### config.mk
export PLATFORM = sky130hd
export DESIGN_NAME = pmcl_top
export DESIGN_NICKNAME = d
export VERILOG_FILES = /design/src/logic/pmcl_pkg.sv /design/src/logic/pmcl_tmr_if.sv /design/src/logic/pmcl_sync.sv /design/src/logic/pmcl_top.sv /design/src/logic/pmcl_tpair.sv
export SDC_FILE = /design/constraint.sdc
export NUM_CORES = 2
export LEC_CHECK = 0
export BUFFER_PORTS_ARGS = -buffer_cell sky130_fd_sc_hd__buf_2
export CAP_MARGIN = 20
export CORE_ASPECT_RATIO = 1.4
export CORE_UTILIZATION = 35
export DETAILED_ROUTE_END_ITERATION = 8
export PLACE_DENSITY = 0.52
export SLEW_MARGIN = 20
export SYNTH_ARGS = -nofsm -noshare
export SYNTH_HDL_FRONTEND = slang
export SYNTH_HIERARCHICAL = 1
export SYNTH_SLANG_ARGS = --single-unit
export TNS_END_PERCENT = 1
### constraint.sdc
create_clock -name mclk -period 2.5 [get_ports mclk]
set_clock_uncertainty 0.05 [all_clocks]
set_input_delay 0.5 -clock mclk [delete_from_list [all_inputs] [get_ports mclk]]
set_output_delay 0.5 -clock mclk [all_outputs]
set_load 0.02 [all_outputs]
### src/logic/pmcl_pkg.sv
// Constants, register map and helpers for the machine control logic
package pmcl_pkg;
  localparam int TMR_W = 16;
  localparam int NFUNC = 2;
  localparam int NZONE = 4;
  localparam int NWORD = 2 * NFUNC + 2 * NZONE;
  localparam int HTR_FIRST = 2 * NFUNC;
  localparam int HTR_LAST = NWORD - 1;
  localparam int NFAULT = 4;
  localparam int ADDR_W = 8;
  localparam int SYNC_W = TMR_W + 3 + NFAULT;
  localparam int CNT_W = 10;
  localparam int WDOG_W = 32;
  // Register offsets (byte addresses)
  localparam logic [7:0] OFS_CTRL = 8'h00;
  localparam logic [7:0] OFS_HTR_ERR = 8'h04;
  localparam logic [7:0] OFS_STATUS = 8'h08;
  localparam logic [7:0] OFS_FAULT = 8'h0C;
  localparam logic [7:0] OFS_CYCLE = 8'h10;
  localparam logic [7:0] OFS_ADJ_CMD = 8'h14;
  localparam logic [7:0] OFS_ADJ_SET = 8'h18;
  localparam logic [7:0] OFS_ADJ_OFS = 8'h1C;
  localparam logic [7:0] OFS_ADJ_ACT = 8'h20;
  localparam logic [7:0] OFS_CNT_LO = 8'h24;
  localparam logic [7:0] OFS_CNT_HI = 8'h28;
  localparam logic [7:0] OFS_WORDS = 8'h40;
  // Control and adjust command register bits
  localparam int CTRL_AUTO = 0;
  localparam int CTRL_HEATERS = 1;
  localparam int CTRL_HEAT = 2;
  localparam int CTRL_COOL = 3;
  localparam int CTRL_FRESET = 4;
  localparam int CTRL_MANUAL = 8;
  localparam int ADJ_MOVE = 0;
  localparam int ADJ_ABS = 1;
  // Reset values and counter limit
  localparam logic [TMR_W-1:0] CYCLE_PRESET_RST = 16'h03E8;
  localparam logic [TMR_W-1:0] WORD_RST = 16'h0000;
  localparam logic [CNT_W-1:0] CNT_LIMIT = 10'h3E7;
  // Watchdog timeout and bus response codes
  localparam int CLK_MHZ = 100;
  localparam int WDOG_TIME_MS = 100;
  localparam int WDOG_CYCLES_DEF = WDOG_TIME_MS * 1000 * CLK_MHZ;
  localparam logic [1:0] RESP_OKAY = 2'h0;
  localparam logic [1:0] RESP_SLVERR = 2'h2;

  function automatic logic [31:0] wmerge(input logic [31:0] old, input logic [31:0] data, input logic [3:0] strb);
    logic [31:0] r;
    r = old;
    for (int i = 0; i < 4; i++) begin
      if (strb[i]) begin
        r[i*8 +: 8] = data[i*8 +: 8];
      end
    end
    return r;
  endfunction
endpackage

### src/logic/pmcl_tmr_if.sv
// Carrier between the control logic and one timer pair
`timescale 1ns/100ps
interface pmcl_tmr_if;
  logic restart;
  logic [15:0] start_preset;
  logic [15:0] stop_preset;
  logic start_done;
  logic stop_done;
  modport owner (output restart, output start_preset, output stop_preset, input start_done, input stop_done);
  modport timer (input restart, input start_preset, input stop_preset, output start_done, output stop_done);
endinterface

### src/logic/pmcl_sync.sv
// Three-stage input synchroniser that accepts a change once stages two and three agree
`timescale 1ns/100ps
module pmcl_sync #(
  parameter int W = 1
) (
  input wire logic mclk,
  input wire logic reset_n,
  input wire logic [W-1:0] din,
  output logic [W-1:0] dout
);
  typedef struct packed {
    logic [W-1:0] s1;
    logic [W-1:0] s2;
    logic [W-1:0] s3;
    logic [W-1:0] q;
  } pmcl_sync_s;
  pmcl_sync_s s;
  pmcl_sync_s n;

  always_comb begin
    n = s;
    n.s1 = din;
    n.s2 = s.s1;
    n.s3 = s.s2;
    // Bits where the later stages disagree keep their old value
    n.q = (s.s2 & s.s3) | (s.q & (s.s2 | s.s3));
  end

  always_ff @(posedge mclk or negedge reset_n) begin
    if (!reset_n) begin
      s <= '0;
    end else begin
      s <= n;
    end
  end

  assign dout = s.q;
endmodule

### src/logic/pmcl_top.sv
// Machine control logic: timed functions, heaters, adjustment, counters, faults, AXI4-Lite registers
//
// Local design decisions: the register offsets and register access over AXI4-Lite.
`timescale 1ns/100ps
module pmcl_top #(
  parameter int WDOG_CYCLES = pmcl_pkg::WDOG_CYCLES_DEF
) (
  input wire logic mclk,
  input wire logic reset_n,
  input wire logic [pmcl_pkg::ADDR_W-1:0] s_axi_awaddr,
  input wire logic s_axi_awvalid,
  output logic s_axi_awready,
  input wire logic [31:0] s_axi_wdata,
  input wire logic [3:0] s_axi_wstrb,
  input wire logic s_axi_wvalid,
  output logic s_axi_wready,
  output logic [1:0] s_axi_bresp,
  output logic s_axi_bvalid,
  input wire logic s_axi_bready,
  input wire logic [pmcl_pkg::ADDR_W-1:0] s_axi_araddr,
  input wire logic s_axi_arvalid,
  output logic s_axi_arready,
  output logic [31:0] s_axi_rdata,
  output logic [1:0] s_axi_rresp,
  output logic s_axi_rvalid,
  input wire logic s_axi_rready,
  input wire logic [pmcl_pkg::NFAULT-1:0] fault_in,
  input wire logic adj_pulse,
  input wire logic adj_home,
  input wire logic adj_err,
  input wire logic [pmcl_pkg::TMR_W-1:0] adj_abs,
  output logic [pmcl_pkg::NFUNC-1:0] func_out,
  output logic [pmcl_pkg::NZONE-1:0] heater_out,
  output logic heat_out,
  output logic cool_out,
  output logic adj_drive,
  output logic adj_dir_up,
  output logic heater_safety
);
  import pmcl_pkg::*;

  typedef struct packed {
    logic aw_got;
    logic w_got;
    logic [ADDR_W-1:0] aw_addr;
    logic [31:0] wdata;
    logic [3:0] wstrb;
    logic awready;
    logic wready;
    logic bvalid;
    logic [1:0] bresp;
    logic arready;
    logic rvalid;
    logic [31:0] rdata;
    logic [1:0] rresp;
    logic auto_mode;
    logic heaters_enabled;
    logic heat_cmd;
    logic cool_cmd;
    logic fault_reset;
    logic [NFUNC-1:0] manual;
    logic [NZONE-1:0] htr_err;
    logic [TMR_W-1:0] cycle_preset;
    logic [TMR_W-1:0] cycle_cnt;
    logic cycle_restart;
    logic [NWORD-1:0][TMR_W-1:0] words;
    logic [NWORD-1:0][TMR_W-1:0] presets;
    logic [NFUNC-1:0] func_out;
    logic [NZONE-1:0] heater_out;
    logic heat_out;
    logic cool_out;
    logic [WDOG_W-1:0] wdog_cnt;
    logic safety;
    logic cnt_prev;
    logic [CNT_W-1:0] cnt_lo;
    logic [CNT_W-1:0] cnt_hi;
    logic [NFAULT-1:0] faults;
    logic adj_drive;
    logic adj_up;
    logic adj_abs_mode;
    logic adj_move_req;
    logic [TMR_W-1:0] setpoint;
    logic [TMR_W-1:0] offset;
    logic [TMR_W-1:0] actual;
    logic pulse_prev;
    logic home_prev;
  } pmcl_state_s;

  pmcl_state_s s;
  pmcl_state_s n;
  logic [SYNC_W-1:0] pins;
  logic [NFAULT-1:0] fault_s;
  logic pulse_s;
  logic home_s;
  logic err_s;
  logic [TMR_W-1:0] abs_s;
  logic [NFUNC+NZONE-1:0] start_done;
  logic [NFUNC+NZONE-1:0] stop_done;
  logic count_pulse;
  logic home_ev;

  pmcl_sync #(.W(SYNC_W)) u_sync (
    .mclk(mclk),
    .reset_n(reset_n),
    .din({adj_abs, adj_err, adj_home, adj_pulse, fault_in}),
    .dout(pins)
  );
  assign {abs_s, err_s, home_s, pulse_s, fault_s} = pins;

  // One pair per function, then one pair per heater zone
  pmcl_tmr_if tif [NFUNC+NZONE] ();
  for (genvar i = 0; i < NFUNC + NZONE; i++) begin : g_pair
    pmcl_tpair u_pair (
      .mclk(mclk),
      .reset_n(reset_n),
      .tif(tif[i])
    );
    assign tif[i].start_preset = s.presets[2*i];
    assign tif[i].stop_preset = s.presets[2*i+1];
    if (i < NFUNC) begin : g_func
      assign tif[i].restart = s.cycle_restart;
    end else begin : g_zone
      // Zone period is set by its own off timer
      assign tif[i].restart = tif[i].stop_done;
    end
    assign start_done[i] = tif[i].start_done;
    assign stop_done[i] = tif[i].stop_done;
  end

  assign count_pulse = s.func_out[0] & ~s.cnt_prev;
  assign home_ev = home_s & ~s.home_prev;

  always_comb begin
    logic wr_fire;
    logic [ADDR_W-1:0] ra;
    logic [31:0] rd;
    logic rd_ok;
    logic wr_ok;
    logic [31:0] wv;
    wr_fire = 1'b0;
    ra = s_axi_araddr;
    rd = '0;
    rd_ok = 1'b1;
    wr_ok = 1'b1;
    wv = '0;
    n = s;

    // Write address and data are accepted in either order
    if (s_axi_awvalid && s.awready) begin
      n.aw_got = 1'b1;
      n.aw_addr = s_axi_awaddr;
    end
    if (s_axi_wvalid && s.wready) begin
      n.w_got = 1'b1;
      n.wdata = s_axi_wdata;
      n.wstrb = s_axi_wstrb;
    end
    if (s.bvalid && s_axi_bready) begin
      n.bvalid = 1'b0;
    end
    if (s.aw_got && s.w_got && !s.bvalid) begin
      wr_fire = 1'b1;
      n.aw_got = 1'b0;
      n.w_got = 1'b0;
      n.bvalid = 1'b1;
    end

    // Timer-based functions and heaters
    n.cycle_restart = 1'b0;
    if (s.cycle_cnt >= s.cycle_preset) begin
      n.cycle_cnt = '0;
      n.cycle_restart = 1'b1;
    end else begin
      n.cycle_cnt = 16'(s.cycle_cnt + 16'h0001);
    end
    for (int i = 0; i < NFUNC; i++) begin
      n.func_out[i] = s.auto_mode ? (start_done[i] & ~stop_done[i]) : s.manual[i];
    end
    for (int z = 0; z < NZONE; z++) begin
      n.heater_out[z] = start_done[NFUNC+z] & ~stop_done[NFUNC+z]
        & s.heaters_enabled & s.safety
        & ~s.htr_err[z];
    end
    n.heat_out = s.heat_cmd;
    n.cool_out = s.cool_cmd;
    // Presets only change at this copy, never straight from the bus
    n.presets = s.words;

    // Watchdog restarts on every register write from the PC
    if (wr_fire) begin
      n.wdog_cnt = '0;
    end else if (s.wdog_cnt < WDOG_W'(WDOG_CYCLES)) begin
      n.wdog_cnt = WDOG_W'(s.wdog_cnt + 32'h0000_0001);
    end
    if (s.wdog_cnt >= WDOG_W'(WDOG_CYCLES)) begin
      n.safety = 1'b1;
    end else if (s.fault_reset) begin
      n.safety = 1'b0;
    end

    // Production counter
    n.cnt_prev = s.func_out[0];
    if (count_pulse) begin
      if (s.cnt_lo == CNT_LIMIT) begin
        n.cnt_lo = '0;
        n.cnt_hi = (s.cnt_hi == CNT_LIMIT) ? '0 : CNT_W'(s.cnt_hi + 10'h001);
      end else begin
        n.cnt_lo = CNT_W'(s.cnt_lo + 10'h001);
      end
    end

    // Faults: a new fault wins over a reset in the same cycle
    n.faults = fault_s | (s.faults & {NFAULT{~s.fault_reset}});

    // Adjustment
    n.pulse_prev = pulse_s;
    n.home_prev = home_s;
    if (s.adj_abs_mode) begin
      n.actual = 16'(abs_s - s.offset);
    end else if (pulse_s && !s.pulse_prev) begin
      n.actual = 16'(s.actual + 16'h0001);
    end
    if (s.adj_drive) begin
      n.adj_drive = !err_s && !home_ev && (s.adj_up ? (s.setpoint > s.actual) : (s.setpoint < s.actual));
    end
    if (s.adj_move_req) begin
      n.adj_move_req = 1'b0;
      n.adj_up = s.setpoint > s.actual;
      n.adj_drive = !err_s && (s.setpoint != s.actual);
    end

    // Register writes
    if (wr_fire) begin
      unique case (s.aw_addr)
        OFS_CTRL: begin
          wv = wmerge({22'h0, s.manual, 3'h0, s.fault_reset, s.cool_cmd, s.heat_cmd, s.heaters_enabled,
                       s.auto_mode}, s.wdata, s.wstrb);
          n.auto_mode = wv[CTRL_AUTO];
          n.heaters_enabled = wv[CTRL_HEATERS];
          n.heat_cmd = wv[CTRL_HEAT];
          n.cool_cmd = wv[CTRL_COOL];
          n.fault_reset = wv[CTRL_FRESET];
          n.manual = wv[CTRL_MANUAL +: NFUNC];
        end
        OFS_HTR_ERR: begin
          wv = wmerge({28'h0, s.htr_err}, s.wdata, s.wstrb);
          n.htr_err = wv[NZONE-1:0];
        end
        OFS_CYCLE: begin
          wv = wmerge({16'h0, s.cycle_preset}, s.wdata, s.wstrb);
          n.cycle_preset = wv[TMR_W-1:0];
        end
        OFS_ADJ_CMD: begin
          wv = wmerge({30'h0, s.adj_abs_mode, 1'b0}, s.wdata, s.wstrb);
          n.adj_abs_mode = wv[ADJ_ABS];
          n.adj_move_req = wv[ADJ_MOVE];
        end
        OFS_ADJ_SET: begin
          wv = wmerge({16'h0, s.setpoint}, s.wdata, s.wstrb);
          n.setpoint = wv[TMR_W-1:0];
        end
        OFS_ADJ_OFS: begin
          wv = wmerge({16'h0, s.offset}, s.wdata, s.wstrb);
          n.offset = wv[TMR_W-1:0];
        end
        default: begin
          // Function and heater zone words sit in one contiguous block; the PC writes the heater words as a batch
          if (s.aw_addr >= OFS_WORDS && s.aw_addr < 8'(OFS_WORDS + 8'(4 * NWORD)) && s.aw_addr[1:0] == 2'h0) begin
            wv = wmerge({16'h0, s.words[4'((s.aw_addr - OFS_WORDS) >> 2)]}, s.wdata, s.wstrb);
            n.words[4'((s.aw_addr - OFS_WORDS) >> 2)] = wv[TMR_W-1:0];
          end else begin
            wr_ok = 1'b0;
          end
        end
      endcase
      n.bresp = wr_ok ? RESP_OKAY : RESP_SLVERR;
    end

    // Home after any offset write, so a home in the same cycle wins
    if (home_ev) begin
      if (s.adj_abs_mode) begin
        n.offset = abs_s;
      end else begin
        n.actual = '0;
      end
    end

    // Reads
    if (s.rvalid && s_axi_rready) begin
      n.rvalid = 1'b0;
    end
    if (s_axi_arvalid && s.arready) begin
      unique case (ra)
        OFS_CTRL: rd = {22'h0, s.manual, 3'h0, s.fault_reset, s.cool_cmd, s.heat_cmd, s.heaters_enabled, s.auto_mode};
        OFS_HTR_ERR: rd = {28'h0, s.htr_err};
        OFS_STATUS: rd = {21'h0, s.safety, s.cool_out, s.heat_out, s.adj_up, s.adj_drive, s.heater_out, s.func_out};
        OFS_FAULT: rd = {28'h0, s.faults};
        OFS_CYCLE: rd = {16'h0, s.cycle_preset};
        OFS_ADJ_CMD: rd = {30'h0, s.adj_abs_mode, 1'b0};
        OFS_ADJ_SET: rd = {16'h0, s.setpoint};
        OFS_ADJ_OFS: rd = {16'h0, s.offset};
        OFS_ADJ_ACT: rd = {16'h0, s.actual};
        OFS_CNT_LO: rd = {22'h0, s.cnt_lo};
        OFS_CNT_HI: rd = {22'h0, s.cnt_hi};
        default: begin
          if (ra >= OFS_WORDS && ra < 8'(OFS_WORDS + 8'(4 * NWORD)) && ra[1:0] == 2'h0) begin
            rd = {16'h0, s.words[4'((ra - OFS_WORDS) >> 2)]};
          end else begin
            rd_ok = 1'b0;
          end
        end
      endcase
      n.rvalid = 1'b1;
      n.rdata = rd;
      n.rresp = rd_ok ? RESP_OKAY : RESP_SLVERR;
    end

    n.awready = ~n.aw_got;
    n.wready = ~n.w_got;
    n.arready = ~n.rvalid;
  end

  always_ff @(posedge mclk or negedge reset_n) begin
    if (!reset_n) begin
      s <= '0;
      s.cycle_preset <= CYCLE_PRESET_RST;
    end else begin
      s <= n;
    end
  end

  assign s_axi_awready = s.awready;
  assign s_axi_wready = s.wready;
  assign s_axi_bresp = s.bresp;
  assign s_axi_bvalid = s.bvalid;
  assign s_axi_arready = s.arready;
  assign s_axi_rdata = s.rdata;
  assign s_axi_rresp = s.rresp;
  assign s_axi_rvalid = s.rvalid;
  assign func_out = s.func_out;
  assign heater_out = s.heater_out;
  assign heat_out = s.heat_out;
  assign cool_out = s.cool_out;
  assign adj_drive = s.adj_drive;
  assign adj_dir_up = s.adj_up;
  assign heater_safety = s.safety;
endmodule

### src/logic/pmcl_tpair.sv
// Start/stop timer pair, free running and restarted together
`timescale 1ns/100ps
module pmcl_tpair (
  input wire logic mclk,
  input wire logic reset_n,
  pmcl_tmr_if.timer tif
);
  typedef struct packed {
    logic [15:0] start_cnt;
    logic [15:0] stop_cnt;
  } pmcl_tpair_s;
  pmcl_tpair_s s;
  pmcl_tpair_s n;

  always_comb begin
    n = s;
    if (tif.restart) begin
      n.start_cnt = '0;
      n.stop_cnt = '0;
    end else begin
      // Saturate so a long machine cycle never wraps a timer back to not-done
      if (s.start_cnt != 16'hFFFF) begin
        n.start_cnt = 16'(s.start_cnt + 16'h0001);
      end
      if (s.stop_cnt != 16'hFFFF) begin
        n.stop_cnt = 16'(s.stop_cnt + 16'h0001);
      end
    end
  end

  always_ff @(posedge mclk or negedge reset_n) begin
    if (!reset_n) begin
      s <= '0;
    end else begin
      s <= n;
    end
  end

  assign tif.start_done = s.start_cnt >= tif.start_preset;
  assign tif.stop_done = s.stop_cnt >= tif.stop_preset;
endmodule

Word-level counts from Yosys, hierarchy flattened
Cells that the tools add are included.
{"block": "word_totals", "register_bits": 901, "latchBits": 0, "ramBits": 0, "romBits": 0, "input_bits": 82, "output_inout_bits": 52, "word_cells": 330, "memories": 0}
{"block": "classes", "n_addsub": 20, "mul": 0, "n_div": 0, "order_cmp": 24, "n_eq_ne": 30, "n_shift": 0, "muxes": 78, "n_bitwise": 43, "reduce_logical": 51}
{"operator": "16-bit two-way mux", "n": 23}
{"operator": "32-bit two-way mux", "n": 9}
{"operator": "16-bit by 1-bit adder with 16-bit output (second input constant)", "n": 14}
{"operator": "16-bit greater-or-equal comparator", "n": 13}
{"operator": "192-bit bitwise mux", "n": 1}
{"operator": "16-bit != test (second input constant)", "n": 12}
{"operator": "16-bit one-hot mux with 11 select lines", "n": 1}
{"operator": "16-bit binary-select mux with 4-bit select", "n": 2}
{"operator": "8-bit two-way mux", "n": 12}
{"operator": "16-bit demux with 4-bit select", "n": 1}
{"operator": "8-bit by 5-bit equality test with 1-bit output (second input constant)", "n": 8}
{"operator": "23-bit AND", "n": 2}
{"operator": "23-bit OR", "n": 2}
{"operator": "35-bit two-way mux", "n": 1}
{"operator": "33-bit two-way mux", "n": 1}
{"operator": "32-bit by 1-bit adder with 32-bit output (second input constant)", "n": 1}
{"operator": "32-bit by 24-bit greater-or-equal comparator with 1-bit output (second input constant)", "n": 1}
{"operator": "32-bit by 24-bit < comparator with 1-bit output (second input constant)", "n": 1}
{"operator": "2-bit nonzero test", "n": 15}
{"operator": "3-bit AND reduction", "n": 9}
{"operator": "8-bit by 6-bit equality test with 1-bit output (second input constant)", "n": 3}
{"operator": "1-bit two-way mux", "n": 21}
{"operator": "10-bit by 1-bit adder with 10-bit output (second input constant)", "n": 2}
{"operator": "1-bit AND", "n": 20}
{"operator": "24 further kinds", "n": 71}

Logic depth before layout (Yosys ltp)
{"block": "depth", "ltp_word": 9, "depth_mapped": 11}

By module
The synthesis kept the hierarchy.
{"module": "pmcl_top", "instances": 1, "cells_per_inst": 2040, "area_per_inst_um2": 26937.1}
{"module": "pmcl_tpair at g_pair[0].u_pair ...", "instances": 5, "cells_per_inst": 284, "area_per_inst_um2": 2537.4}
{"module": "pmcl_sync", "instances": 1, "cells_per_inst": 138, "area_per_inst_um2": 2733.9}
{"module": "pmcl_tpair at g_pair[5].u_pair", "instances": 1, "cells_per_inst": 295, "area_per_inst_um2": 2548.7}

Worst setup path before layout
Ideal clock, no wire load.
{"block": "synth_timing", "kind": "flip-flop to flip-flop", "start": "register u_sync.s (netlist bit u_sync/dout[7])", "end": "register s[12] in the netlist's numbering", "setup_ns": 0.129, "arrival_ns": 2.340, "required_ns": 2.321, "setup_slack_ns": -0.019, "stages_incl_launch_ff": 12, "path_buffers": 1, "path_cell_list": "dfrtp_1 > buf_4 > inv_1 > ha_1 > inv_1 > fa_1 > a21o_1 > a221o_1 > o41ai_1 > nand2b_1 > xor2_1 > o2bb2ai_1"}
{"item": "start, declared", "line_no": "pmcl_sync.sv:17", "rtl": "pmcl_sync_s s;"}
{"item": "start signal, assigned", "line_no": "pmcl_sync.sv:33", "rtl": "s <= n;"}
{"item": "end signal, assigned", "line_no": "pmcl_top.sv:328", "rtl": "s <= n;"}
{"item": "end, declared", "line_no": "pmcl_top.sv:89", "rtl": "pmcl_state_s s;"}

Worst setup path after layout
{"block": "layout_timing", "start": "register s[627] in the netlist's numbering", "end": "register s (netlist bit n[259])"}
{"block": "layout_via", "elab_chain_cells": 8, "word_cells_on_any_way": 26, "classes_between": "add/sub (1); order compare (4); eq/ne (5); mux (9); bitwise (1); reduce/logical (6)"}
{"item": "6-bit by 1-bit subtractor with 6-bit output", "line_no": "pmcl_top.sv:269, pmcl_top.sv:270"}
{"item": "16-bit binary-select mux with 4-bit select", "line_no": "pmcl_top.sv:269", "rtl": "wv = wmerge({16'h0, s.words[4'((s.aw_addr - OFS_WORDS) >> 2)]}, s.wdata, s.wstrb);"}
{"item": "16-bit two-way mux (not written as such)", "line_no": "pmcl_top.sv:269"}
{"item": "8-bit two-way mux", "line_no": "pmcl_pkg.sv:51", "rtl": "if (strb[i]) begin"}
{"item": "8-bit two-way mux", "line_no": "pmcl_top.sv:268", "rtl": "if (s.aw_addr >= OFS_WORDS && s.aw_addr < 8'(OFS_WORDS + 8'(4 * NWORD)) && s.aw_addr[1:0] == 2'h0) begin"}
{"item": "8-bit two-way mux", "line_no": "pmcl_top.sv:234", "rtl": "unique case (s.aw_addr)"}
{"item": "8-bit two-way mux", "line_no": "pmcl_top.sv:233", "rtl": "if (wr_fire) begin"}
{"item": "192-bit bitwise mux", "line_no": "pmcl_top.sv:270", "rtl": "n.words[4'((s.aw_addr - OFS_WORDS) >> 2)] = wv[TMR_W-1:0];"}
Several ways; a longest one is shown, not always the timed one. The select of a mux whose other input is x is not followed.
A chain may end at the register's enable or synchronous reset.

==> results.ini <==
[route]
ant_nets = 0
viasPerCell = 5.41
wirelength_um = 133000
wl_per_cell_um = 22.6
route.vias.total = 32000
drc = 0
dr.pass1.iters = 5
drt-initial-drc-count = 1862

[worst_setup_path]
critPathLaunchType = flip-flop
cpMostUsedCell = buf_12
cpMaxStageDelayCell = mux4_2
critPathRequiredTime_ns = 3.02
arrival_ns = 3.01
crit_family = multiplexers
crit_type = flip-flop to flip-flop
slowest_delay_ns = 0.53
path_buf_inv = 2
cp_cell_sequence = buf_12 > mux4_2 > a22oi_1 > o21ai_1 > buf_12 > mux2_2
cp_max_fo = 19
end_kind = flip-flop

[cts]
clockRootBuffer = clkbuf_16
numCtsBuffers = 88
tritoncts = done
clkLatencyLatePin_ns = 0.71
cts_sinks = 883
clockBufferDepth = 3
ctsHtreeMaxLevel = 3
clk_pin_slew_worst_paths_ns = 0.07

[power_and_ir_drop]
pwr-share-comb_pct = 26.3
clkPwrFrac_pct = 33.3
total_power_mw = 43.5
sw_frac_of_total_pct = 34.2
peakVddDrop_mv = 0.634
p_seq_share_pct = 40.4
leakage_nw = 23.2
power.density_nw_per_um2 = 831
p_sw_mw = 14.9
internal_power_mw = 28.6

[timing]
fin_hold_ws_ns = 0.111
final-hold-violation-count = 0
tightest_slew_ns = 0.733
drv_slew = 0
finalCritPeriodShare_pct = 99.7
grt_setup_unrepaired = yes
max_freq_mhz = 401
layout_setup_ws_ns = 0.00714
slew_headroom_pct = 50.8
setup_viol = 0
period_needed_ns = 2.49

[global_route]
grt_pass1_vias = 32700
grt_pass1_wl_um = 205000
antenna_found_initial = 0
grt_max_degree = 96
grt_use_total_pct = 20.8
grt-ovfl-total = 0

[hold_path]
hold_path.class = input port to flip-flop

[yosys]
synth_top_area_share_pct = 48.9
ys_seq_area_share_pct = 49.2
ys_top_cells_by_count = 877 x dfrtp_1, 299 x inv_1, 266 x mux2_2
yosysMostFrequentCell = dfrtp_1
synth_top_area_cell = dfrtp_1
synth_async_sr_flop_share_pct = 100
syn_inst = 3893
avgSynthCellArea_um2 = 11.5
yosys_most_used_dff = dfrtp_1
synth_warnings = 6
synth_area_um2 = 44900
synth_cell_types = 92
synth_edf_count = 0
synth_seq_cells = 883
synth_area_leaders = dfrtp_1 49%, ha_1 7.2%, mux2_2 6.7%, mux4_2 4.9%, inv_1 2.5%

[place]
pre_cts_ws_ns = -0.204
port_buffers = 97
place_congestion = 0.941
dpl.cell_count = 5697
hpwl_um = 102000

[flow_run]
cap_violations = 0

[floorplanning]
core_um2 = 127000
dieArea_um2 = 130000
ios = 134
num_rows = 155
start_util_pct = 35.2
dieHeight_um = 426
die_w_um = 305

[cells_and_area]
layout-drive-gt1-share_pct = 23.0
syn_to_final_growth_pct = 16.7
n_antenna_cell = 0
nets = 4529
stdcell_count = 5912
final_core_util_pct = 41.1

[status]
status = finished clean

## state kept, by name (all words and copies together) (netlist names), 2 cells and up
| register | count |
|---|---|
| heater_out | 4 |
| s | 178 |
| s_axi_rdata | 16 |
| u_sync/n | 46 |
| tif.stop_preset | 96 |
| u_sync/s | 23 |
| func_out | 2 |
| u_sync/dout | 23 |
| g_pair.u_pair/s | 192 |
| n | 194 |
| tif.start_preset | 96 |
## what timing repair did
item / in CTS / in global routing
gates resized for setup: 2 / 8
setup endpoints to repair: 13 / 16
hold endpoints to repair: 130 / 0
hold buffers: 50 / 0
setup buffers: 0 / 0
pin swaps: 2 / 1
## tightest hold or removal path, delay by kind of cell
family / cells / cell delay (ns)
and+or+nand+nor: 1 / 0.04
AOI/OAI and AO/OA: 1 / 0.18
buffers and inverters: 1 / 0.08
## cells by family after synthesis
| logic type | synth area share, % |
|---|---|
| other | 0.00835 |
| AND/OR/NAND/NOR | 12.7 |
| buffers and inverters | 4.97 |
| flip-flops | 49.2 |
| adder cells (fa/ha/maj) | 7.78 |
| AO/OA/AOI/OAI | 10.2 |
| multiplexers | 13.0 |
| XOR/XNOR | 2.09 |
## routing by layer
metal	global-route usage [%]	routed length, um
met1	24.0	51900
met2	37.6	69400
met3	2.32	5030
met5	0	0
met4	11.0	6960
## power groups by stage
stage | clock network, mW | registers, mW | logic (mW)
after detailed placement | 0 | 17.8 | 11.3
final | 14.5 | 17.6 | 11.4
after global placement | 0 | 17.8 | 11.3
after floorplan | 0 | 16.7 | 6.62
after global routing | 15.4 | 17.7 | 12.4
after CTS | 14.9 | 17.5 | 11.5
## placed cells by master (no fill, tap or decap), types with 38 or more instances in the layout
cell type / count
dfrtp_1: 874
inv_1: 298
mux2_2: 266
ha_1: 256
nor2_1: 239
buf_4: 197
a21oi_1: 184
nand2_1: 170
o21ai_0: 112
nand3_1: 107
mux4_2: 97
nand4_1: 95
buf_2: 95
clkbuf_16: 88
xnor2_1: 73
nor3_1: 59
mux2i_1: 58
dlygate4sd3_1: 50
a31oi_1: 45
and4_1: 38
## path summary, 6_finish.rpt
check                           startpoint                      to  slack (ns)  cells after the start
setup / recovery                    s[627]                  n[259]       0.007                      6
hold / removal             s_axi_awaddr[4]                  s[629]        0.11                      3
setup reg to reg                    s[627]                  n[259]       0.007                      6
hold reg to reg               u_sync/n[50]            u_sync/n[27]        0.29                      0
max in group asynchronous          reset_n  tif[0].stop_preset[13]        1.15                      3
min in group asynchronous          reset_n   tif[0].stop_preset[1]        0.29                      2
## through the flow
stage	area, um2	setup TNS (ns)
floorplan	45000	0
global placement	48700	-0.381
detailed placement	48700	-0.411
CTS	52300	0
global route	52400	-0.464
finish	52400	0
## final cells by class
class	instances	area, um2
fillers	12100	75000
flip-flops and latches	883	22100
clock buffers	114	2440
clock inverters	51	733
well taps	1648	2060
repair buffers	380	3200
inverters	301	1130
multi-input cells	2535	20700
No activity file was read; power rests on OpenSTA's default activity.
